==> src/core/frs_pkg.sv <==
// Purpose: Shared constants and types for the rate control and result status bank
// Assumes: 10-bit host I/O address, 8-bit data
// Notes: Bit positions refer to the config register and the result status bytes
package frs_pkg;
  // ==========================================
  // Host addresses
  localparam logic [9:0] CFG_ADDR = 10'h03F7;
  localparam logic [9:0] STAT_ADDR = 10'h03F7;
  // ==========================================
  // Rate selection
  localparam logic [1:0] RATE_250 = 2'h2;
  localparam logic [1:0] RATE_300 = 2'h1;
  localparam int RATE_LO = 0;
  localparam int RATE_HI = 1;
  localparam int PRECOMP_BIT = 2;
  // ==========================================
  // Status byte 0 fields
  localparam int B0_CC_HI = 7;
  localparam int B0_CC_LO = 6;
  localparam int B0_SEEK = 5;
  localparam int B0_EQUIP = 4;
  localparam int B0_HEAD = 2;
  // ==========================================
  // Status byte 1 fields
  localparam int B1_EOT = 7;
  localparam int B1_CRC = 5;
  localparam int B1_OVR = 4;
  localparam int B1_NODATA = 2;
  localparam int B1_WP = 1;
  localparam int B1_MARK = 0;
  // ==========================================
  // Counts
  localparam logic [6:0] RECAL_STEPS = 7'h50;
  localparam logic [1:0] INDEX_LIMIT = 2'h2;
  localparam logic [7:0] BYTE_ZERO = 8'h00;
  // ==========================================
  // Register modes
  typedef enum {FRS_MODE_AT, FRS_MODE_PS, FRS_MODE_LEGACY} frs_mode_t;
  // Command outcome events from the sequencer, all same-clock pulses
  typedef struct packed {
    logic cmd_start;
    logic cmd_done;
    logic [1:0] code;
    logic seek_done;
    logic step;
    logic rel_under;
    logic sector_over;
    logic crc_bad;
    logic overrun;
    logic no_data;
    logic data_mark_missing;
  } frs_ev_t;
endpackage : frs_pkg

==> src/core/frs_rate_status.sv <==
// Purpose: Config rate control register and result status bytes 0 and 1
// Assumes: Sequencer supplies same-clock event pulses; drive pins are asynchronous
// Notes: Soft reset leaves rate, precomp flag and density untouched
//
// Contract
// Write-only config register at 3F7; bits 1:0 choose data rate.
// Hardware reset sets rate 250 Kbps; software reset leaves it.
// Host writes zeros to reserved upper config bits.
// Legacy mode stores bit 2 as precomp flag with no effect.
// Legacy mode reads precomp flag on bit 2; survives software reset.
// Density output high after hardware reset; software resets leave it.
// Result phase presents status bytes of the last command.
// Byte 0 bits 7:6 carry the completion code.
// Byte 0 bit 5 set when seek, relative seek or recalibrate ends.
// Equipment fault when track zero absent after 80 recalibrate steps.
// Equipment fault when relative seek steps outward past track zero.
// Byte 0 bit 2 head, bits 1:0 selected drive.
// Unused status bits read zero.
// Byte 1 bit 7 set when access passes last sector.
// Byte 1 bit 5 set on ID or data CRC mismatch.
// Byte 1 bit 4 set on overrun or underrun.
// Byte 1 bit 2 set when sector, ID or track sequence not found.
// Byte 1 bit 1 set when write protect rises during writes; the code sets it whenever write protect is high during a write.
// Byte 1 bit 0 set on missing ID mark or data mark.
// Mode bits pick first, second or legacy register mode.
// Flags clear at each command start.
`timescale 1ns/1ps
module frs_rate_status
  import frs_pkg::*;
(
  // Clock and resets
  input wire logic clock,
  input wire logic rstn,
  input wire logic soft_reset,
  // Host I/O
  input wire logic [9:0] io_addr,
  input wire logic io_wr,
  input wire logic io_rd,
  input wire logic [7:0] io_wdata,
  output logic [7:0] io_rdata,
  // Mode straps
  input wire logic mode_ident,
  input wire logic mode_sub_bit,
  // Sequencer
  input wire frs_ev_t ev,
  input wire logic recal_active,
  input wire logic id_search,
  input wire logic write_cmd,
  input wire logic head_now,
  input wire logic [1:0] drive_now,
  // Drive pins
  input wire logic track_zero_in,
  input wire logic index_pulse_in,
  input wire logic write_protect_in,
  // Outputs
  output logic [1:0] rate_choice,
  output logic precomp_off_flag,
  output logic density_select_out,
  output logic [7:0] result_status_byte0,
  output logic [7:0] result_status_byte1
);

  // ==========================================
  // Mode decode
  frs_mode_t mode;
  always_comb begin
    if (mode_ident) begin
      mode = FRS_MODE_AT;
    end else if (mode_sub_bit) begin
      mode = FRS_MODE_PS;
    end else begin
      mode = FRS_MODE_LEGACY;
    end
  end
  logic legacy;
  assign legacy = (mode == FRS_MODE_LEGACY);

  logic cfg_wr;
  assign cfg_wr = io_wr && (io_addr == CFG_ADDR);

  // ==========================================
  // Config rate control
  // Only a hardware reset touches these; soft_reset is not wired here on purpose
  always_ff @(posedge clock or negedge rstn) begin
    if (!rstn) begin
      rate_choice <= RATE_250;
    end else if (cfg_wr) begin
      rate_choice <= io_wdata[RATE_HI:RATE_LO];
    end
  end

  // Upper bits are ignored; the host keeps them zero
  always_ff @(posedge clock or negedge rstn) begin
    if (!rstn) begin
      precomp_off_flag <= 1'b0;
    end else if (cfg_wr && legacy) begin
      precomp_off_flag <= io_wdata[PRECOMP_BIT];
    end
  end

  always_ff @(posedge clock or negedge rstn) begin
    if (!rstn) begin
      density_select_out <= 1'b1;
    end else begin
      density_select_out <= (rate_choice == RATE_250) || (rate_choice == RATE_300);
    end
  end

  // ==========================================
  // Rate status read port
  always_ff @(posedge clock or negedge rstn) begin
    if (!rstn) begin
      io_rdata <= BYTE_ZERO;
    end else if (io_rd && io_addr == STAT_ADDR && legacy) begin
      io_rdata <= {5'h00, precomp_off_flag, rate_choice};
    end else begin
      io_rdata <= BYTE_ZERO;
    end
  end

  // ==========================================
  // Pin synchronisers: level moves once stages two and three agree
  logic [2:0] tz_s;
  logic [2:0] ix_s;
  logic [2:0] wp_s;
  logic tz_lvl;
  logic ix_lvl;
  logic wp_lvl;
  logic ix_prev;
  always_ff @(posedge clock or negedge rstn) begin
    if (!rstn) begin
      tz_s <= 3'h0;
      ix_s <= 3'h0;
      wp_s <= 3'h0;
    end else begin
      tz_s <= {tz_s[1:0], track_zero_in};
      ix_s <= {ix_s[1:0], index_pulse_in};
      wp_s <= {wp_s[1:0], write_protect_in};
    end
  end
  always_ff @(posedge clock or negedge rstn) begin
    if (!rstn) begin
      tz_lvl <= 1'b0;
      ix_lvl <= 1'b0;
      wp_lvl <= 1'b0;
      ix_prev <= 1'b0;
    end else begin
      if (tz_s[1] == tz_s[2]) begin
        tz_lvl <= tz_s[2];
      end
      if (ix_s[1] == ix_s[2]) begin
        ix_lvl <= ix_s[2];
      end
      if (wp_s[1] == wp_s[2]) begin
        wp_lvl <= wp_s[2];
      end
      ix_prev <= ix_lvl;
    end
  end
  logic ix_rise;
  assign ix_rise = ix_lvl && !ix_prev;

  // ==========================================
  // Recalibrate step and index counters
  logic [6:0] step_cnt;
  logic [1:0] ix_cnt;
  logic clr;
  assign clr = ev.cmd_start || soft_reset;
  always_ff @(posedge clock or negedge rstn) begin
    if (!rstn) begin
      step_cnt <= 7'h00;
    end else if (clr || !recal_active) begin
      step_cnt <= 7'h00;
    end else if (ev.step && step_cnt != RECAL_STEPS) begin
      step_cnt <= step_cnt + 7'h01;
    end
  end
  always_ff @(posedge clock or negedge rstn) begin
    if (!rstn) begin
      ix_cnt <= 2'h0;
    end else if (clr || !id_search) begin
      ix_cnt <= 2'h0;
    end else if (ix_rise && ix_cnt != INDEX_LIMIT) begin
      ix_cnt <= ix_cnt + 2'h1;
    end
  end

  // ==========================================
  // Event terms
  logic eq_set;
  logic mark_set;
  logic wp_set;
  assign eq_set = (recal_active && step_cnt == RECAL_STEPS && !tz_lvl)
                  || ev.rel_under;
  assign mark_set = (id_search && ix_cnt == INDEX_LIMIT)
                    || ev.data_mark_missing;
  assign wp_set = write_cmd && wp_lvl;

  // ==========================================
  // Status byte 0
  // A set in the clearing cycle wins so no event is lost
  logic [1:0] completion_code;
  logic seek_finished;
  logic equipment_fault;
  always_ff @(posedge clock or negedge rstn) begin
    if (!rstn) begin
      completion_code <= 2'h0;
    end else if (ev.cmd_done) begin
      completion_code <= ev.code;
    end else if (clr) begin
      completion_code <= 2'h0;
    end
  end
  always_ff @(posedge clock or negedge rstn) begin
    if (!rstn) begin
      seek_finished <= 1'b0;
      equipment_fault <= 1'b0;
    end else begin
      seek_finished <= (seek_finished && !clr) || ev.seek_done;
      equipment_fault <= (equipment_fault && !clr) || eq_set;
    end
  end
  always_ff @(posedge clock or negedge rstn) begin
    if (!rstn) begin
      result_status_byte0 <= BYTE_ZERO;
    end else begin
      result_status_byte0 <= {completion_code, seek_finished, equipment_fault,
                              1'b0, head_now, drive_now}; // see R12
    end
  end

  // ==========================================
  // Status byte 1
  logic sector_over;
  logic crc_fault;
  logic overrun;
  logic sector_not_found;
  logic write_protect_hit;
  logic mark_missing;
  always_ff @(posedge clock or negedge rstn) begin
    if (!rstn) begin
      sector_over <= 1'b0;
      crc_fault <= 1'b0;
      overrun <= 1'b0;
      sector_not_found <= 1'b0;
      write_protect_hit <= 1'b0;
      mark_missing <= 1'b0;
    end else begin
      sector_over <= (sector_over && !clr) || ev.sector_over;
      crc_fault <= (crc_fault && !clr) || ev.crc_bad;
      overrun <= (overrun && !clr) || ev.overrun;
      sector_not_found <= (sector_not_found && !clr) || ev.no_data;
      write_protect_hit <= (write_protect_hit && !clr) || wp_set;
      mark_missing <= (mark_missing && !clr) || mark_set;
    end
  end
  always_ff @(posedge clock or negedge rstn) begin
    if (!rstn) begin
      result_status_byte1 <= BYTE_ZERO;
    end else begin
      result_status_byte1 <= {sector_over, 1'b0, crc_fault, overrun, 1'b0,
                              sector_not_found, write_protect_hit, mark_missing};
    end
  end
endmodule : frs_rate_status

==> config.mk <==
export PLATFORM = sky130hd
export DESIGN_NAME = frs_rate_status
export DESIGN_NICKNAME = d
export VERILOG_FILES = /design/src/core/frs_pkg.sv /design/src/core/frs_rate_status.sv
export SDC_FILE = /design/constraint.sdc
export NUM_CORES = 1
export LEC_CHECK = 0
export BUFFER_PORTS_ARGS = -buffer_cell sky130_fd_sc_hd__clkbuf_2
export CORE_MARGIN = 5
export CORE_UTILIZATION = 47
export CTS_CLUSTER_DIAMETER = 100
export DETAILED_ROUTE_END_ITERATION = 10
export GPL_TIMING_DRIVEN = 0
export PLACE_DENSITY_LB_ADDON = 0.05
export RECOVER_POWER = 50
export SLEW_MARGIN = 20
export SYNTH_ARGS = -nofsm -noshare
export SYNTH_HDL_FRONTEND = slang
export SYNTH_SLANG_ARGS = --single-unit
==> constraint.sdc <==
create_clock -name clock -period 1.55 [get_ports clock]
set_input_delay 0.155 -clock clock [delete_from_list [all_inputs] [get_ports clock]]
set_output_delay 0.155 -clock clock [all_outputs]
set_load 0.05 [all_outputs]
### Word level (Yosys, flattened, before mapping)

Index checks and enable logic that the tools add are counted.

* latch bits: 0
* ROM bits: 0
* memories: 0
* bits in registers: 57
* logic and storage cells: 87
* output and inout bits: 28
* input port bits: 46
* memory bits (writable): 0

* magnitude comparators: 0
* eq/ne operators: 11
* mux-type cells: 9
* $add $sub $neg: 2
* multipliers: 0
* reduce and logical (&&, ||, !) cells: 41
* shift-type cells: 0
* bitwise operators: 0
* div/mod/pow operators: 0

Operators by type and width (count)
* $eq A32 B3 Y1 const B: 1
* $mux W32: 1
* $logic_and A1 B1 Y1: 19
* $logic_or A1 B1 Y1: 14
* $mux W7: 2
* $eq A10 B10 Y1 const B: 1
* $mux W2: 5
* $add A7 B1 Y7 const B: 1
* $eq A7 B7 Y1 const B: 1
* $ne A7 B7 Y1 const B: 1
* $reduce_bool A2 Y1: 3
* $logic_not A1 Y1: 5
* $eq A2 B2 Y1 const B: 2
* $eq A1 B1 Y1: 3
* $mux W3: 1
* $add A2 B1 Y2 const B: 1
* $eq A2 B1 Y1 const B: 1
* $ne A2 B2 Y1 const B: 1

### Logic depth before layout (Yosys ltp)

* depth after elaboration: 5
* mapped depth: 5
* depth with buffers taken out: 5

### Least setup slack after synthesis

Ideal clock, no wire load.

* path type: flip-flop to flip-flop
* from: reg ix_cnt[0]
* to: reg ix_cnt[1]
* path buffers: 0
* period minus slack after synthesis: 1.277 ns
* path slack: 0.273 ns
* setup time: 0.119 ns
* arrival time: 1.158 ns
* cell stages (with the launch flop): 6
* required time: 1.431 ns
* cells stage by stage: dfrtp_1 inv_1 ha_1 nor3b_1 mux2i_1 nor2_1

* word-level cells in the longest chain between the ends: 3
* elaborated cells on any way between the ends: 6
* classes of those cells: add/sub: 1; eq/ne: 1; mux: 2; reduce/logical: 2

RTL lines
* from (decl): line frs_rate_status.sv:166 `logic [1:0] ix_cnt;`
* from (signal assigned): line frs_rate_status.sv:184 `ix_cnt <= ix_cnt + 2'h1;`
* $add A2 B1 Y2 or $ne A2 B2 Y1 (tied branches): line frs_rate_status.sv:184, frs_rate_status.sv:183
* $mux W2 or $logic_and A1 B1 Y1 (tied branches): line frs_rate_status.sv:183 `end else if (ix_rise && ix_cnt != INDEX_LIMIT) begin`
* $mux W2 or $reduce_bool A2 Y1 (tied branches)

Several ways; a longest one is shown, not always the timed one. The select of a mux whose other input is x is not followed.
A chain may end at the register's enable or synchronous reset.

### Worst setup path in the final report

* from: reg rate_choice[1]
* to: out rate_choice[1]

RTL lines
* from (decl): line frs_rate_status.sv:56 `output logic [1:0] rate_choice,`
* from (signal assigned): line frs_rate_status.sv:88 `rate_choice <= io_wdata[RATE_HI:RATE_LO];`

No word-level cell between the ends.

==> reports/results.ini <==
[sta]
setup_viol = 0
finalMaxSlewViolations = 0
finClkSkew_ps = 5.81
hold-worst-slack_ps = 27.4
relSlewSlack_pct = 55.4
hold_violations = 0
tightest_slew_ps = 668
fmax_mhz = 743
setup_tns_ps = 0
rsz0062_at_grt = no
min_period_ps = 1350
post-route-period-util_pct = 86.8

[final_layout]
nNetsFinal = 270
postLayoutCellArea_mm2 = 0.00247
final_common_cell = clkbuf_2
n_fill_cell = 332
layout_common_cells = 59 x clkbuf_2, 50 x dfrtp_1, 11 x nand2_1
drive_gt1_share_pct = 35.6
regArea_mm2 = 0.00130
syn2layout_area_growth_pct = 29.7
multi_input_area_um2 = 529
fin_cells = 272
diodes = 0

[drt]
vias = 1295
wl_met1_mm = 1.31
drt-initial-drc-count = 37
met2WireLength_mm = 1.84
drt_first_pass_iters = 4
top_layer = met4
wl_mm = 3.48
vias_per_cell = 4.76
wl_per_cell_um = 12.8
drcViolationCount = 0
wl_met3_um = 297
ant_nets = 0

[clocking]
cts-root-buf = clkbuf_8
htreeDepth = 2
cts.sinks = 52
clock_path_buffers = 2
postCtsSetupBuffers = 0
cts_tree = built
cts_buffers = 5
clkTransAtPathRegs_ps = 90
clock_latency_ps = 300

[floorplanning]
core_area_mm2 = 0.00397
rows = 23
start_util_pct = 47.9
die_x_um = 73.6
dieArea_mm2 = 0.00542
pin_count = 74
die_y_um = 73.6

[setup_path]
reg2reg_slack_ps = 210
required_ps = 1390
startpoint_type = flip-flop
r2r_start = step_cnt[1]
cp.arrival_ps = 1190
endpoint = rate_choice[1]
cp_max_fo = 4
rr_endpoint = step_cnt[6]
rr_worst_depth = 4
critical-path-top-delay-family = flip-flops
crit_cells = 1
crit_chain = clkbuf_2
startpoint = rate_choice[1]
cp_num_buf_inv = 1
max_stage_delay_ps = 590
critPathCaptureType = output port
crit_path_top_delay_cell = dfstp_1
worstSetupPathType = reg -> out

[place]
port_buffers = 60
hpwl_mm = 2.65
gp_congestion = 0.678
dp.cells = 257
place_area_mm2 = 0.00229

[status]
status = finished clean

[min_path]
hold_path.class = in -> reg

[synth]
synth_top_flop_cell = dfrtp_1
yosysWarnings = 0
synth_area_leader_cell = dfrtp_1
synth.area.top_cells = dfrtp_1 66%, buf_4 3.2%, dfstp_2 2.8%
synth-edff-count = 0
ys_ff_latch = 52
syn_area_mm2 = 0.00190
synth-seq-area-share_pct = 68.6
synthCells = 140
synthArstFlopShare_pct = 100
synth.top_cell.area_share_pct = 65.8
syn_area_per_cell_um2 = 13.6
yosysUniqueCellTypes = 33

[power_and_ir_drop]
p_per_area_mw_per_mm2 = 1080
p_leak_nw = 1.24
vdd_drop_max_uv = 594
p_clk_share_pct = 33.5
p_seq_share_pct = 54.4
switching_share_pct = 24.7
combPwrFrac_pct = 12.0
p_sw_uw = 657
p_int_mw = 2.01

[global_route]
first_global_vias = 1438
grt_pass1_wl_mm = 6.09
gr-total-overflow = 0
antenna_found_initial = 0
grt_usage_pct = 14.6
grt_max_degree = 53

[run]
maxCapViolCount = 0

==> cells by family (layout without fill, tap and decap cells) <==
logic type / after synthesis / in the layout / share of synthesized area [%]
DFF: 52 / 52 / 68.6
AOI/OAI and AO/OA: 18 / 18 / 6.18
and+or+nand+nor: 38 / 38 / 11.7
muxes: 6 / 6 / 3.36
other: 1 / 8 / 0.197
adders and majority gates: 6 / 6 / 3.55
xor gates and xnor gates: 4 / 4 / 1.84
buffers and inverters: 15 / 90 / 4.61
==> what timing repair did <==
item,4_1_cts,5_1_grt
hold buffers,7,0
resized for setup,0,1
setup endpoints to repair,0,1
hold endpoints to repair,56,0
==> power groups by stage <==
stage	Combinational [mW]	Clock [mW]	Sequential, mW
3_3_place_gp	0.304	0	1.47
4_1_cts	0.325	0.931	1.45
6_report	0.320	0.893	1.45
3_5_place_dp	0.311	0	1.48
2_1_floorplan	0.110	0	1.56
5_1_grt	0.348	0.993	1.46
==> worst min path at each step <==
| stage | from | end | depth (start not counted) |
|---|---|---|---|
| after floorplan | rstn | completion_code[0] | 0 |
| after global placement | write_protect_in | wp_s[0] | 1 |
| after detailed placement | write_protect_in | wp_s[0] | 1 |
| after CTS | ev[7] | seek_finished | 2 |
| after global routing | ev[4] | sector_over | 2 |
| final | ev[7] | seek_finished | 2 |
==> cell usage after synthesis (2+ instances only) <==
| library cell | number |
|---|---|
| a21o_1 | 5 |
| a21oi_1 | 4 |
| and4_1 | 3 |
| buf_4 | 8 |
| dfrtp_1 | 50 |
| dfstp_2 | 2 |
| ha_1 | 3 |
| inv_1 | 6 |
| maj3_1 | 3 |
| mux2_1 | 3 |
| mux2i_1 | 3 |
| nand2_1 | 11 |
| nand3_1 | 5 |
| nand4_1 | 3 |
| nor2_1 | 6 |
| nor4_2 | 2 |
| o21ai_0 | 4 |
| or3_1 | 2 |
| xor2_1 | 3 |
==> state kept, by name, indices dropped and copies added (netlist names), 2 cells and up <==
| name | cells |
|---|---|
| io_rdata | 3 |
| rate_choice | 2 |
| result_status_byte0 | 7 |
| ix_s | 3 |
| result_status_byte1 | 6 |
| step_cnt | 7 |
| ix_cnt | 2 |
| tz_s | 3 |
| wp_s | 3 |
| completion_code | 2 |
==> routing by layer <==
layer / vias to the layer above / global-route usage, %
li1: 631 / -
met1: 616 / 15.8
met2: 43 / 26.3
met3: 5 / 5.47
met4: 0 / 4.43
met5: - / 0
==> through the flow <==
| stage | setup slack, ps | power (mW) | utilization (%) |
|---|---|---|---|
| detailed placement | 134 | 1.79 | 57.8 |
| floorplan | 273 | 1.67 | - |
| global placement | 229 | 1.78 | 57.7 |
| global route | 109 | 2.80 | 62.1 |
| finish | 205 | 2.66 | 62.1 |
| CTS | 120 | 2.71 | 62.3 |
==> final cells by class <==
class	instances	area share, %
sequential	52	52.9
multi-input combinational	80	21.5
timing repair buffer	67	15.1
clock buffer	5	2.79
buffer	9	2.59
tap	50	2.54
clock inverter	3	1.73
inverter	6	0.913
Note: power is estimated with default switching activity, not from simulation.
